$ cat config.mk
export PLATFORM = sky130hd
export DESIGN_NAME = ttc_control_regs
export DESIGN_NICKNAME = d
export VERILOG_FILES = /design/src/rtl/ttc_pkg.sv /design/src/rtl/ttc_param_mem.sv /design/src/rtl/ttc_control_regs.sv
export SDC_FILE = /design/constraint.sdc
export NUM_CORES = 2
export LEC_CHECK = 0
export BUFFER_PORTS_ARGS = -buffer_cell sky130_fd_sc_hd__buf_2
export CAP_MARGIN = 5
export CORE_MARGIN = 2
export CORE_UTILIZATION = 55
export DETAILED_ROUTE_END_ITERATION = 6
export PLACE_DENSITY = 0.69
export SLEW_MARGIN = 20
export SYNTH_ARGS = -nofsm -noshare
export SYNTH_HDL_FRONTEND = slang
export SYNTH_SLANG_ARGS = --single-unit
$ cat constraint.sdc
create_clock -name clock -period 9.8 [get_ports clock]
set_input_delay 0.49 -clock clock [delete_from_list [all_inputs] [get_ports clock]]
set_output_delay 0.49 -clock clock [all_outputs]
set_load 0.01 [all_outputs]
$ cat src/rtl/ttc_pkg.sv
// Shared offsets, field layouts, reset values and timing for the touch control registers
package ttc_pkg;

  // Register offsets on the serial port
  localparam logic [7:0] OFS_MODE      = 8'h09;
  localparam logic [7:0] OFS_GPO       = 8'h0a;
  localparam logic [7:0] OFS_PIN_SEL   = 8'h0b;
  localparam logic [7:0] OFS_PIN_LEVEL = 8'h0c;
  localparam logic [7:0] OFS_GW_CFG    = 8'h0d;
  localparam logic [7:0] OFS_GW_BASE   = 8'h0e;
  localparam logic [7:0] OFS_CHIP_RST  = 8'hb1;

  // Field positions
  localparam int COMP_BIT      = 2;
  localparam int GW_PORT_LSB   = 4;
  localparam int GW_DIR_BIT    = 3;
  localparam int FLAG_MODE     = 0;
  localparam int FLAG_COMP     = 1;
  localparam int FLAG_PMEM_WR  = 5;

  // Field codes and reset values
  localparam logic [1:0] MODE_ACTIVE   = 2'h0;
  localparam logic [1:0] MODE_DOZE     = 2'h1;
  localparam logic [1:0] MODE_SLEEP    = 2'h2;
  localparam logic [1:0] MODE_RSVD     = 2'h3;
  localparam logic [1:0] PORT_NORMAL   = 2'h0;
  localparam logic [1:0] PORT_PMEM     = 2'h1;
  localparam logic [7:0] BASE_MASK     = 8'h78;
  localparam logic [7:0] BASE_RESET    = 8'h00;
  localparam logic [7:0] RST_KEY_FIRST = 8'hde;
  localparam logic [7:0] RST_KEY_LAST  = 8'h00;
  localparam logic [2:0] WINDOW_LAST   = 3'h7;

  // Timing: internal work lengths in microseconds, clock in MHz
  localparam int CLK_MHZ        = 100;
  localparam int COMP_TIME_US   = 1000;
  localparam int MODE_ENTRY_US  = 1000;
  localparam int COMP_CYCLES    = COMP_TIME_US * CLK_MHZ;
  localparam int MODE_CYCLES    = MODE_ENTRY_US * CLK_MHZ;
  localparam int TIMER_W        = 24;

  // Serial slave sequencer states
  typedef enum logic [2:0] {
    SER_IDLE,
    SER_ADDR,
    SER_ADDR_ACK,
    SER_RX,
    SER_RX_ACK,
    SER_TX,
    SER_TX_ACK
  } ttc_ser_state_t;

endpackage

$ cat src/rtl/ttc_param_mem.sv
// Shadow parameter memory with one write port and a registered read port
`timescale 1ns/1ns
module ttc_param_mem #(
  parameter int WIDTH = 8,
  parameter int DEPTH = 128,
  parameter int AW    = $clog2(DEPTH)
) (
  input  wire logic             clock,     // System clock
  input  wire logic             writeEn,   // Write strobe
  input  wire logic [AW-1:0]    writeAddr, // Write address
  input  wire logic [WIDTH-1:0] writeData, // Write data
  input  wire logic [AW-1:0]    readAddr,  // Read address
  output logic      [WIDTH-1:0] readData   // Registered read data
);

  logic [WIDTH-1:0] store [DEPTH];

  // Write on strobe, read always, data out one cycle later
  always_ff @(posedge clock) begin
    if (writeEn) begin
      store[writeAddr] <= writeData;
    end
    readData <= store[readAddr];
  end

endmodule

$ cat src/rtl/ttc_control_regs.sv
// Control register bank of the touch controller behind its serial slave port
`timescale 1ns/1ns
module ttc_control_regs
  import ttc_pkg::*;
#(
  parameter logic [6:0] SLAVE_ADDR  = 7'h2b,       // Arbitrary default address
  parameter int         COMP_CYCLES = ttc_pkg::COMP_CYCLES,
  parameter int         MODE_CYCLES = ttc_pkg::MODE_CYCLES
) (
  input  wire logic            clock,          // 100 MHz system clock
  input  wire logic            rst_n,          // Asynchronous reset, active low
  input  wire logic            sclIn,          // Serial clock level
  input  wire logic            sdaIn,          // Serial data level
  output logic                 sdaOut,         // Serial data drive value
  output logic                 sdaOe,          // Serial data drive enable
  input  wire logic [7:0]      pinIsGpo,       // Pins configured as general outputs
  input  wire logic [7:0]      pinIsPwm,       // Pins configured as pwm outputs
  input  wire logic            autoLightOn,    // Automatic lighting enabled
  input  wire logic [7:0]      powerupState,   // Output power-up parameter
  input  wire logic [7:0]      onLevel,        // On intensity level
  input  wire logic [7:0]      offLevel,       // Off intensity level
  input  wire logic            autoCompReq,    // Automatic compensation request
  output logic [7:0][7:0]      pinLevel,       // Intensity driven per pin
  output logic [1:0]           opMode,         // Current operating mode
  output logic                 compRunning,    // Compensation in progress
  output logic                 pmemMode,       // Port in parameter memory mode
  output logic [7:0]           irqFlags,       // Interrupt source flags
  output logic                 interruptOutN,  // Interrupt output, active low
  output logic                 chipResetPulse  // One-cycle whole chip reset
);

  import ttc_pkg::*;

  typedef struct packed {
    logic                   sclQ;
    logic                   sdaQ;
    ttc_ser_state_t         ser;
    logic [3:0]             bitCnt;
    logic [7:0]             shift;
    logic                   isRead;
    logic                   firstByte;
    logic [7:0]             regPtr;
    logic [7:0]             txByte;
    logic                   sdaOe;
    logic                   initDone;
    logic [1:0]             opMode;
    logic [1:0]             modePend;
    logic                   modePendValid;
    logic [TIMER_W-1:0]     modeTimer;
    logic                   compBusy;
    logic [TIMER_W-1:0]     compTimer;
    logic [7:0]             general_output_pin;
    logic [2:0]             pinSel;
    logic [7:0][7:0]        level;
    logic [1:0]             gwPort;
    logic                   gwDir;
    logic [7:0]             gwBase;
    logic                   keySeen;
    logic [7:0]             flags;
    logic                   irqN;
    logic                   chipReset;
    logic [7:0][7:0]        pinLevel;
  } ttc_state_t;

  // Constant reset image of the whole state
  function automatic ttc_state_t resetImage();
    ttc_state_t r;
    r = '0;
    r.sclQ = 1'b1;
    r.sdaQ = 1'b1;
    r.ser = SER_IDLE;
    r.opMode = MODE_ACTIVE;
    r.gwPort = PORT_NORMAL;
    r.gwBase = BASE_RESET;
    r.irqN = 1'b1;
    return r;
  endfunction

  localparam ttc_state_t ST_RESET = resetImage();
  localparam logic [TIMER_W-1:0] COMP_LOAD = TIMER_W'(COMP_CYCLES - 1);
  localparam logic [TIMER_W-1:0] MODE_LOAD = TIMER_W'(MODE_CYCLES - 1);

  ttc_state_t s;
  ttc_state_t n;
  logic       sclRise;
  logic       sclFall;
  logic       busStart;
  logic       busStop;
  logic       wr;
  logic [7:0] wAddr;
  logic [7:0] wData;
  logic       inPmem;
  logic       memWr;
  logic [7:0] memData;
  logic [7:0] rdByte;

  // Register read decode, shared by first and following bytes of a read
  function automatic logic [7:0] readReg(input ttc_state_t st, input logic [7:0] mem);
    logic [7:0] v;
    v = 8'h00;
    if (st.gwPort == PORT_PMEM && st.regPtr < 8'h08) begin
      v = mem;
    end else begin
      case (st.regPtr)
        OFS_MODE:      v = {5'h00, st.compBusy, st.opMode};
        OFS_GPO:       v = st.general_output_pin;
        OFS_PIN_SEL:   v = {5'h00, st.pinSel};
        OFS_PIN_LEVEL: v = st.level[st.pinSel];
        OFS_GW_CFG:    v = {2'h0, st.gwPort, st.gwDir, 3'h0};
        OFS_GW_BASE:   v = st.gwBase;
        default:       v = 8'h00;
      endcase
    end
    return v;
  endfunction

  // Bus conditions seen between the previous and current samples
  assign sclRise  = sclIn & ~s.sclQ;
  assign sclFall  = ~sclIn & s.sclQ;
  assign busStart = sclIn & s.sclQ & s.sdaQ & ~sdaIn;
  assign busStop  = sclIn & s.sclQ & ~s.sdaQ & sdaIn;
  assign inPmem   = (s.gwPort == PORT_PMEM);
  assign wr       = (s.ser == SER_RX) & sclFall & (s.bitCnt == 4'h8) & ~s.firstByte
                    & ~busStart & ~busStop;
  assign wAddr    = s.regPtr;
  assign wData    = s.shift;
  assign memWr    = wr & inPmem & (wAddr < 8'h08) & ~s.gwDir;
  assign rdByte   = readReg(s, memData);

  // Window bytes sit at the base plus the low pointer bits
  ttc_param_mem #(
    .WIDTH (8),
    .DEPTH (128)
  ) u_pmem (
    .clock     (clock),
    .writeEn   (memWr),
    .writeAddr ({s.gwBase[6:3], s.regPtr[2:0]}),
    .writeData (wData),
    .readAddr  ({s.gwBase[6:3], s.regPtr[2:0]}),
    .readData  (memData)
  );

  // Next state of the serial sequencer and register bank
  always_comb begin
    n = s;
    n.sclQ = sclIn;
    n.sdaQ = sdaIn;
    n.chipReset = 1'b0;
    if (busStop) begin
      n.ser = SER_IDLE;
      n.sdaOe = 1'b0;
    end else if (busStart) begin
      n.ser = SER_ADDR;
      n.bitCnt = 4'h0;
      n.sdaOe = 1'b0;
    end else begin
      case (s.ser)
        SER_ADDR: begin
          if (sclRise) begin
            n.shift = {s.shift[6:0], sdaIn};
            n.bitCnt = s.bitCnt + 4'h1;
          end
          if (sclFall && s.bitCnt == 4'h8) begin
            if (s.shift[7:1] == SLAVE_ADDR) begin
              n.sdaOe = 1'b1;
              n.isRead = s.shift[0];
              n.firstByte = 1'b1;
              n.ser = SER_ADDR_ACK;
              if (s.shift[0]) begin
                n.flags = 8'h00; // Any read clears the flags
              end
            end else begin
              n.ser = SER_IDLE;
            end
          end
        end
        SER_ADDR_ACK, SER_TX_ACK: begin
          if (sclRise && s.ser == SER_TX_ACK && sdaIn) begin
            n.ser = SER_IDLE; // Host ended the read
          end else if (sclFall) begin
            n.bitCnt = 4'h0;
            if (s.isRead) begin
              n.txByte = rdByte;
              n.sdaOe = ~rdByte[7];
              n.regPtr = s.regPtr + 8'h01;
              n.ser = SER_TX;
            end else begin
              n.sdaOe = 1'b0;
              n.ser = SER_RX;
            end
          end
        end
        SER_RX: begin
          if (sclRise) begin
            n.shift = {s.shift[6:0], sdaIn};
            n.bitCnt = s.bitCnt + 4'h1;
          end
          if (sclFall && s.bitCnt == 4'h8) begin
            n.sdaOe = 1'b1;
            n.ser = SER_RX_ACK;
            n.firstByte = 1'b0;
            n.regPtr = s.firstByte ? s.shift : s.regPtr + 8'h01;
          end
        end
        SER_RX_ACK: begin
          if (sclFall) begin
            n.sdaOe = 1'b0;
            n.bitCnt = 4'h0;
            n.ser = SER_RX;
          end
        end
        SER_TX: begin
          if (sclRise) begin
            n.bitCnt = s.bitCnt + 4'h1;
          end
          if (sclFall) begin
            if (s.bitCnt == 4'h8) begin
              n.sdaOe = 1'b0;
              n.ser = SER_TX_ACK;
            end else begin
              n.sdaOe = ~s.txByte[3'h7 - s.bitCnt[2:0]];
            end
          end
        end
        default: begin
          n.ser = SER_IDLE;
          n.sdaOe = 1'b0;
        end
      endcase
    end

    // Register writes
    if (wr && inPmem && wAddr < 8'h08) begin
      if (wAddr[2:0] == WINDOW_LAST && !s.gwDir) begin
        n.flags[FLAG_PMEM_WR] = 1'b1;
      end
    end else if (wr) begin
      case (wAddr)
        OFS_MODE: begin
          if (wData[COMP_BIT] && !s.compBusy) begin
            n.compBusy = 1'b1;
            n.compTimer = COMP_LOAD;
          end
          if (wData[1:0] == MODE_SLEEP) begin
            n.opMode = MODE_SLEEP;
            n.modePendValid = 1'b0;
          end else if (wData[1:0] != MODE_RSVD) begin
            n.modePend = wData[1:0];
            n.modePendValid = 1'b1;
            n.modeTimer = MODE_LOAD;
          end
        end
        OFS_GPO:       n.general_output_pin = (wData & pinIsGpo) | (s.general_output_pin & ~pinIsGpo);
        OFS_PIN_SEL:   n.pinSel = wData[2:0];
        OFS_PIN_LEVEL: n.level[s.pinSel] = wData;
        OFS_GW_CFG: begin
          n.gwPort = wData[GW_PORT_LSB +: 2];
          n.gwDir = wData[GW_DIR_BIT];
        end
        OFS_GW_BASE:   n.gwBase = wData & BASE_MASK;
        OFS_CHIP_RST: begin
          n.keySeen = (wData == RST_KEY_FIRST);
          n.chipReset = s.keySeen && (wData == RST_KEY_LAST);
        end
        default: ;
      endcase
    end

    // Automatic compensation start and run timer
    if (autoCompReq && !s.compBusy) begin
      n.compBusy = 1'b1;
      n.compTimer = COMP_LOAD;
    end
    if (s.compBusy) begin
      if (s.compTimer == '0) begin
        n.compBusy = 1'b0;
        n.flags[FLAG_COMP] = 1'b1;
      end else begin
        n.compTimer = s.compTimer - 1'b1;
      end
    end

    // Requested active or doze mode takes effect after the entry time
    if (s.modePendValid) begin
      if (s.modeTimer == '0) begin
        n.opMode = s.modePend;
        n.modePendValid = 1'b0;
        n.flags[FLAG_MODE] = 1'b1;
      end else begin
        n.modeTimer = s.modeTimer - 1'b1;
      end
    end

    // Power-up load of output control and intensities
    if (!s.initDone) begin
      n.initDone = 1'b1;
      n.general_output_pin = powerupState;
      for (int i = 0; i < 8; i++) begin
        n.level[i] = powerupState[i] ? onLevel : offLevel;
      end
    end

    // Per-pin drive level
    for (int i = 0; i < 8; i++) begin
      if (pinIsPwm[i]) begin
        n.pinLevel[i] = n.level[i];
      end else if (pinIsGpo[i] && !autoLightOn) begin
        n.pinLevel[i] = n.general_output_pin[i] ? onLevel : offLevel;
      end else begin
        n.pinLevel[i] = 8'h00;
      end
    end

    n.irqN = ~|n.flags;
    if (s.chipReset) begin
      n = ST_RESET;
    end
  end

  // State register
  always_ff @(posedge clock or negedge rst_n) begin
    if (!rst_n) begin
      s <= ST_RESET;
    end else begin
      s <= n;
    end
  end

  // Outputs straight from the state register
  assign sdaOut         = 1'b0 & s.sdaOe;
  assign sdaOe          = s.sdaOe;
  assign pinLevel       = s.pinLevel;
  assign opMode         = s.opMode;
  assign compRunning    = s.compBusy;
  assign pmemMode       = (s.gwPort == PORT_PMEM) & s.sdaQ | (s.gwPort == PORT_PMEM) & ~s.sdaQ;
  assign irqFlags       = s.flags;
  assign interruptOutN  = s.irqN;
  assign chipResetPulse = s.chipReset;

  // Checks next to the logic
  a_comp_start: assert property (@(posedge clock) disable iff (!rst_n)
    wr && wAddr == OFS_MODE && wData[COMP_BIT] && !s.compBusy && !s.chipReset
    |=> s.compBusy) else $error("compensation did not start");
  a_comp_done: assert property (@(posedge clock) disable iff (!rst_n)
    s.compBusy && s.compTimer == '0 && !s.chipReset |=> !s.compBusy && s.flags[FLAG_COMP])
    else $error("compensation end did not set flag");
  a_mode_entry: assert property (@(posedge clock) disable iff (!rst_n)
    s.modePendValid && s.modeTimer == '0 && !wr && !s.chipReset
    |=> s.opMode == $past(s.modePend) && s.flags[FLAG_MODE])
    else $error("mode entry wrong");
  a_mode_keep: assert property (@(posedge clock) disable iff (!rst_n)
    wr && wAddr == OFS_MODE && wData[1:0] == MODE_RSVD && !s.modePendValid && !s.chipReset
    |=> $stable(s.opMode) && !s.modePendValid) else $error("reserved mode changed mode");
  a_gpo_mask: assert property (@(posedge clock) disable iff (!rst_n)
    wr && wAddr == OFS_GPO && s.initDone && !s.chipReset
    |=> ((s.general_output_pin ^ $past(s.general_output_pin)) & ~$past(pinIsGpo)) == 8'h00)
    else $error("non-output bit changed");
  a_level_write: assert property (@(posedge clock) disable iff (!rst_n)
    wr && wAddr == OFS_PIN_LEVEL && s.initDone && !s.chipReset
    |=> s.level[$past(s.pinSel)] == $past(wData)) else $error("intensity not stored");
  a_pmem_flag: assert property (@(posedge clock) disable iff (!rst_n)
    memWr && wAddr[2:0] == WINDOW_LAST && !s.chipReset
    |=> s.flags[FLAG_PMEM_WR] && !interruptOutN) else $error("window write no interrupt");
  a_irq_pin: assert property (@(posedge clock) disable iff (!rst_n)
    interruptOutN == ~|irqFlags) else $error("interrupt pin disagrees with flags");
  a_base_align: assert property (@(posedge clock) disable iff (!rst_n)
    s.gwBase[2:0] == 3'h0 && s.gwBase <= BASE_MASK) else $error("window base misaligned");
  a_soft_reset: assert property (@(posedge clock) disable iff (!rst_n)
    wr && wAddr == OFS_CHIP_RST && wData == RST_KEY_LAST && s.keySeen && !s.chipReset
    |=> chipResetPulse ##1 (s.opMode == MODE_ACTIVE && !s.initDone))
    else $error("reset key pair ignored");
  a_powerup: assert property (@(posedge clock) disable iff (!rst_n)
    !s.initDone && !s.chipReset |=> s.general_output_pin == $past(powerupState))
    else $error("output control not loaded");

endmodule

==> Word-level counts from Yosys, hierarchy flattened <==
Memory sizes are Yosys's and may differ from the RTL's. A register that Yosys moved wholly into a read port is not among the register bits.
Cells that the tools add are included.
{ "totals": {"ff_bits": 252, "mem_bits_rw": 1024, "in_bits": 46, "output_inout_bits": 80, "elab_cells": 314, "n_memories": 1} }
{ "memory_table": {"columns": ["memory", "depth", "word_bits", "rd", "rd_ports_with_merged_regs", "write_ports", "line_no", "source"], "rows": [
  ["u_pmem.store", 128, 8, 1, 1, 1, "ttc_param_mem.sv:16", "logic [WIDTH-1:0] store [DEPTH];"]
]} }
{ "classes": {"n_addsub": 5, "magnitude_cmp": 4, "eq_ne": 45, "n_mux": 125, "bitwise_logic": 32, "reduce_logical": 60} }
{ "op_table": {"columns": ["op", "count"], "rows": [
  ["8-bit two-way mux", 47],
  ["141-bit two-way mux", 2],
  ["252-bit two-way mux", 1],
  ["64-bit two-way mux", 2],
  ["25-bit two-way mux", 4],
  ["24-bit two-way mux", 3],
  ["64-bit bitwise mux", 1],
  ["54-bit two-way mux", 1],
  ["8-bit by 4-bit == test with 1-bit output (second input constant)", 6],
  ["24-bit zero test", 2],
  ["8-bit case mux with 6 select lines", 1],
  ["24-bit by 1-bit subtractor with 24-bit output (second input constant)", 2],
  ["5-bit != test (second input constant)", 7],
  ["17-bit two-way mux", 2],
  ["30-bit two-way mux", 1],
  ["2-bit nonzero test", 15],
  ["27-bit two-way mux", 1],
  ["3-bit two-way mux", 9],
  ["1-bit two-way mux", 26],
  ["26-bit two-way mux", 1],
  ["8-bit binary-select mux with 3-bit select", 1],
  ["8-bit demux with 3-bit select", 1],
  ["7-bit two-way mux", 3],
  ["7-bit AND reduction", 3],
  ["49 further kinds", 129]
]} }

==> Depth between registers and ports, before layout <==
{ "depth": {"word_depth": 15, "depth_mapped": 14, "mapped_depth_nobuf": 8} }

==> Hierarchy <==
From an unflattened synthesis, not the netlist that was laid out.
{ "unflattened": {"cells_unflattened": 3259, "hier_area_um2": 54715.0} }
{ "by_module_without_submodules": {"columns": ["module", "n_inst", "cells_each", "area_each_um2", "seq_area_each_um2"], "rows": [
  ["ttc_param_mem", 1, 1635, 39665.5, 30909.6],
  ["ttc_control_regs", 1, 1624, 15049.4, 6209.7]
]} }

==> Worst setup path after synthesis <==
No wires, ideal clock.
{ "synth_timing": {"kind": "flip-flop to flip-flop", "from": "register s, in the netlist wData[1]", "to": "register s, in the netlist interruptOutN", "setup_time_ns": 0.062, "arrival_time_ns": 3.521, "path_slack_ns": 6.217, "path_stages_with_launch": 8, "n_path_buf": 1, "period_less_slack_ns": 3.583, "path_cell_list": "dfrtp_1 clkbuf_1 nand4_1 nor4_1 nand4_1 a22oi_1 nand3_1 nand2_1"} }
{ "synth_lines": {"columns": ["element", "line_no", "source"], "rows": [
  ["start: declaration", "ttc_control_regs.sv:83", "ttc_state_t s;"],
  ["start signal: assignment", "ttc_control_regs.sv:325", "s <= n;"]
]} }

==> Worst setup path in the final report <==
{ "layout_timing": {"from": "register s[243] (netlist name)", "to": "memory u_pmem.store[33][7] (enable)"} }
{ "layout_via": {"elab_chain_cells": 10} }
{ "layout_rtl": {"columns": ["element", "line_no", "source"], "rows": [
  ["4-bit == test", "ttc_control_regs.sv:123", "assign wr = (s.ser == SER_RX) & sclFall & (s.bitCnt == 4'h8) & ~s.firstByte"],
  ["1-bit AND (2 in series)", "ttc_control_regs.sv:123", null],
  ["1-bit AND (2 in series)", "ttc_control_regs.sv:124", "& ~busStart & ~busStop;"],
  ["1-bit AND (3 in series)", "ttc_control_regs.sv:127", "assign memWr = wr & inPmem & (wAddr < 8'h08) & ~s.gwDir;"],
  ["1-bit two-way mux", "ttc_param_mem.sv:20", "if (writeEn) begin"],
  ["1-bit two-way mux (not written as such)", "ttc_param_mem.sv:21", "store[writeAddr] <= writeData;"],
  ["end: declaration", "ttc_param_mem.sv:16", null]
]} }
No other way between the ends.

==> results.ini <==
[logic_synthesis]
synthesis.nets = 3880
ys_ff_latch = 1280
synth_cell_types = 86
syn_avg_cell_area_um2 = 14.4
synth_top_flop_cell = edfxtp_1
synth_top_area_share_pct = 55.8
ys_top_cells_by_area = edfxtp_1, dfrtp_1, mux4_2
synth-seq-area-share_pct = 67.4
synth_edf_count = 1024
yosys_warnings = 0
synth.most_common_cell = edfxtp_1
yosys.area.top_type = edfxtp_1
syn_inst = 3825
synthArstFlopShare_pct = 19.4
ys_top_cells_by_count = edfxtp_1, nor2_1, dfrtp_1, nand2_1, mux2i_1
syn_area_um2 = 55100

[critical_path]
regToRegStartpoint = s[243]
worstSetupEndpoint = u_pmem.store[33][7]
start_kind = flip-flop
critical_path_class = reg -> reg
worstPathRequired_ns = 10.17
cp.arrival_ns = 4.98
worst-path-max-fanout = 16
r2r-end = u_pmem.store[33][7]
cp-startpoint = s[243]
cp-end-kind = flip-flop
rr_worst_depth = 7
r2r_slack_ns = 5.19

[clock_network]
cts_resized = 0
cts.htree.levels = 4
cts_buffer_depth = 3
cts_post_setup_buffers_inserted = 0
clock_latency_ns = 0.76
cts_inserted_buffers = 134
holdBufCountCts = 1
clkSinkCount = 1280
clk_pin_slew_worst_paths_ns = 0.06
cts_tree = done
clock_tree.root_cell = clkbuf_16

[timing]
finalWorstSetupSlack_ns = 5.19
fin_tns_setup_ns = 0
rsz0062_at_grt = no
finalClockSkew_ns = 0.0394
finalHoldViolations = 0
slew_headroom_pct = 22.2
min_period_over_period_pct = 47.0
fin_crit_ns = 4.61
worst_pin_slew_ns = 1.17
final_max_slew_viol_count = 0
setup_viol = 0
worst_hold_slack_ns = 0.0475
fmax_mhz = 217

[floorplan]
io_pins = 126
rows = 116
dieArea_um2 = 103000
start_util_pct = 55.2
coreArea_um2 = 99700
die_h_um = 320
die_w_um = 320

[grt]
grt_max_degree = 164
overflow = 0
grt_pass1_vias = 34100
grt_antenna_before_repair = 4
grt_pass1_wl_mm = 242
grt_usage_pct = 32.5

[flow_run]
maxCapViolCount = 0

[detailed_routing]
drc = 0
drtAntennaViolNets = 0
dr_wl_met2_mm = 74.8
routed.top_layer = met5
via_per_inst = 7.02
vias = 36300
wl_per_cell_um = 32.5
drt_iter0_drc = 5526
firstDrtPassIters = 6
wl_mm = 168
met3WireLength_mm = 22.2
wl_met1_mm = 62.3

[power]
power_density_nw_per_um2 = 228
max-vdd-ir-drop_mv = 0.189
p_leak_nw = 20.9

[outcome]
status = complete, no violations

[final_layout]
nets = 3827
fin_util_pct = 60.7
syn2layout_area_growth_pct = 9.85
fillers = 7437
drive_above_1_share_pct = 16.0

[placed_design]
dp_hpwl_mm = 100
port_buffers = 124
place_congestion = 0.964
dp_slack_ns = 5.28

[min_path]
hold_start = sdaIn
hold_path_class = in -> reg

-- stage by stage --
step                cells  cell area, um^2  total power [W]
floorplan            3825            55100          0.00787
global placement     4932            56100          0.00879
detailed placement   4932            56100          0.00880
CTS                  5172            60500           0.0138
global route         5174            60500           0.0141
finish               5176            60500           0.0138
-- critical path, stage by stage, from the launching register on --
cell and delay, ns:
dfrtp_1 0.46, inv_1 0.10, ha_1 0.20, or4bb_1 0.46, or4_4 0.51, nor3_2 0.60, nand3_2 0.96, nor2_1 0.93
-- metal layers --
layer,GRT usage (%),up-vias
met5,0,-
met4,15.3,6
met3,9.57,519
met2,47.8,2796
met1,44.8,18100
li1,-,14900
-- worst min path at each step --
stage	endpoint	cells after the start
6_report	s[250]	3
5_1_grt	s[250]	3
4_1_cts	s[250]	3
3_5_place_dp	s[212]	1
3_3_place_gp	s[212]	1
2_1_floorplan	chipResetPulse	0
-- power breakdown --
part	internal (W)	switching [W]	leakage (nW)
Clock	0.00293	0.00214	2.13
Combinational	0.000509	0.00146	6.46
Sequential	0.00652	0.000255	12.3
-- registers in the layout, indices dropped and copies added (netlist names) --
name / cells
opMode: 2
chipResetPulse: 1
compRunning: 1
pinLevel: 64
irqFlags: 8
interruptOutN: 1
u_pmem.readData: 8
s: 154
wData: 8
wAddr: 8
u_pmem.store: 1024
sdaOe: 1
-- area by class of cell --
| cell class | instances | area [um^2] | share of cell area, % |
|---|---|---|---|
| sequential | 1280 | 37200 | 61.4 |
| clock buffer | 162 | 3590 | 5.94 |
| antenna | 3 | 7.51 | 0.0124 |
| multi-input combinational | 2159 | 16200 | 26.8 |
| inverter | 15 | 57.6 | 0.0951 |
| clock inverter | 77 | 727 | 1.20 |
| tap | 1298 | 1620 | 2.68 |
| timing repair buffer | 182 | 1120 | 1.85 |
-- cell families after synthesis --
logic type / Yosys count / synth area share [%]
AOI/OAI and AO/OA: 732 / 9.91
other: 1 / 0.00681
adders and majority gates: 9 / 0.205
xor gates and xnor gates: 36 / 0.573
DFF: 1280 / 67.4
muxes: 382 / 9.52
buffers and inverters: 386 / 3.34
and+or+nand+nor: 999 / 9.04
-- placed cells by master, fill, tap and decap left out, types with 69 or more instances in the layout --
cell,synthesis,layout
nand2_1,218,212
clkbuf_16,0,137
mux2_2,72,72
dfrtp_1,245,232
a211oi_1,86,86
a21oi_1,93,93
buf_2,50,123
nor2b_1,88,82
nand3_1,70,69
mux2i_1,204,204
mux4_2,106,106
and3_1,79,79
nor2_1,279,275
a221oi_1,110,110
a22oi_1,72,72
edfxtp_1,1024,1024
nor3_1,95,95
Note: power is estimated with default switching activity, not from simulation.
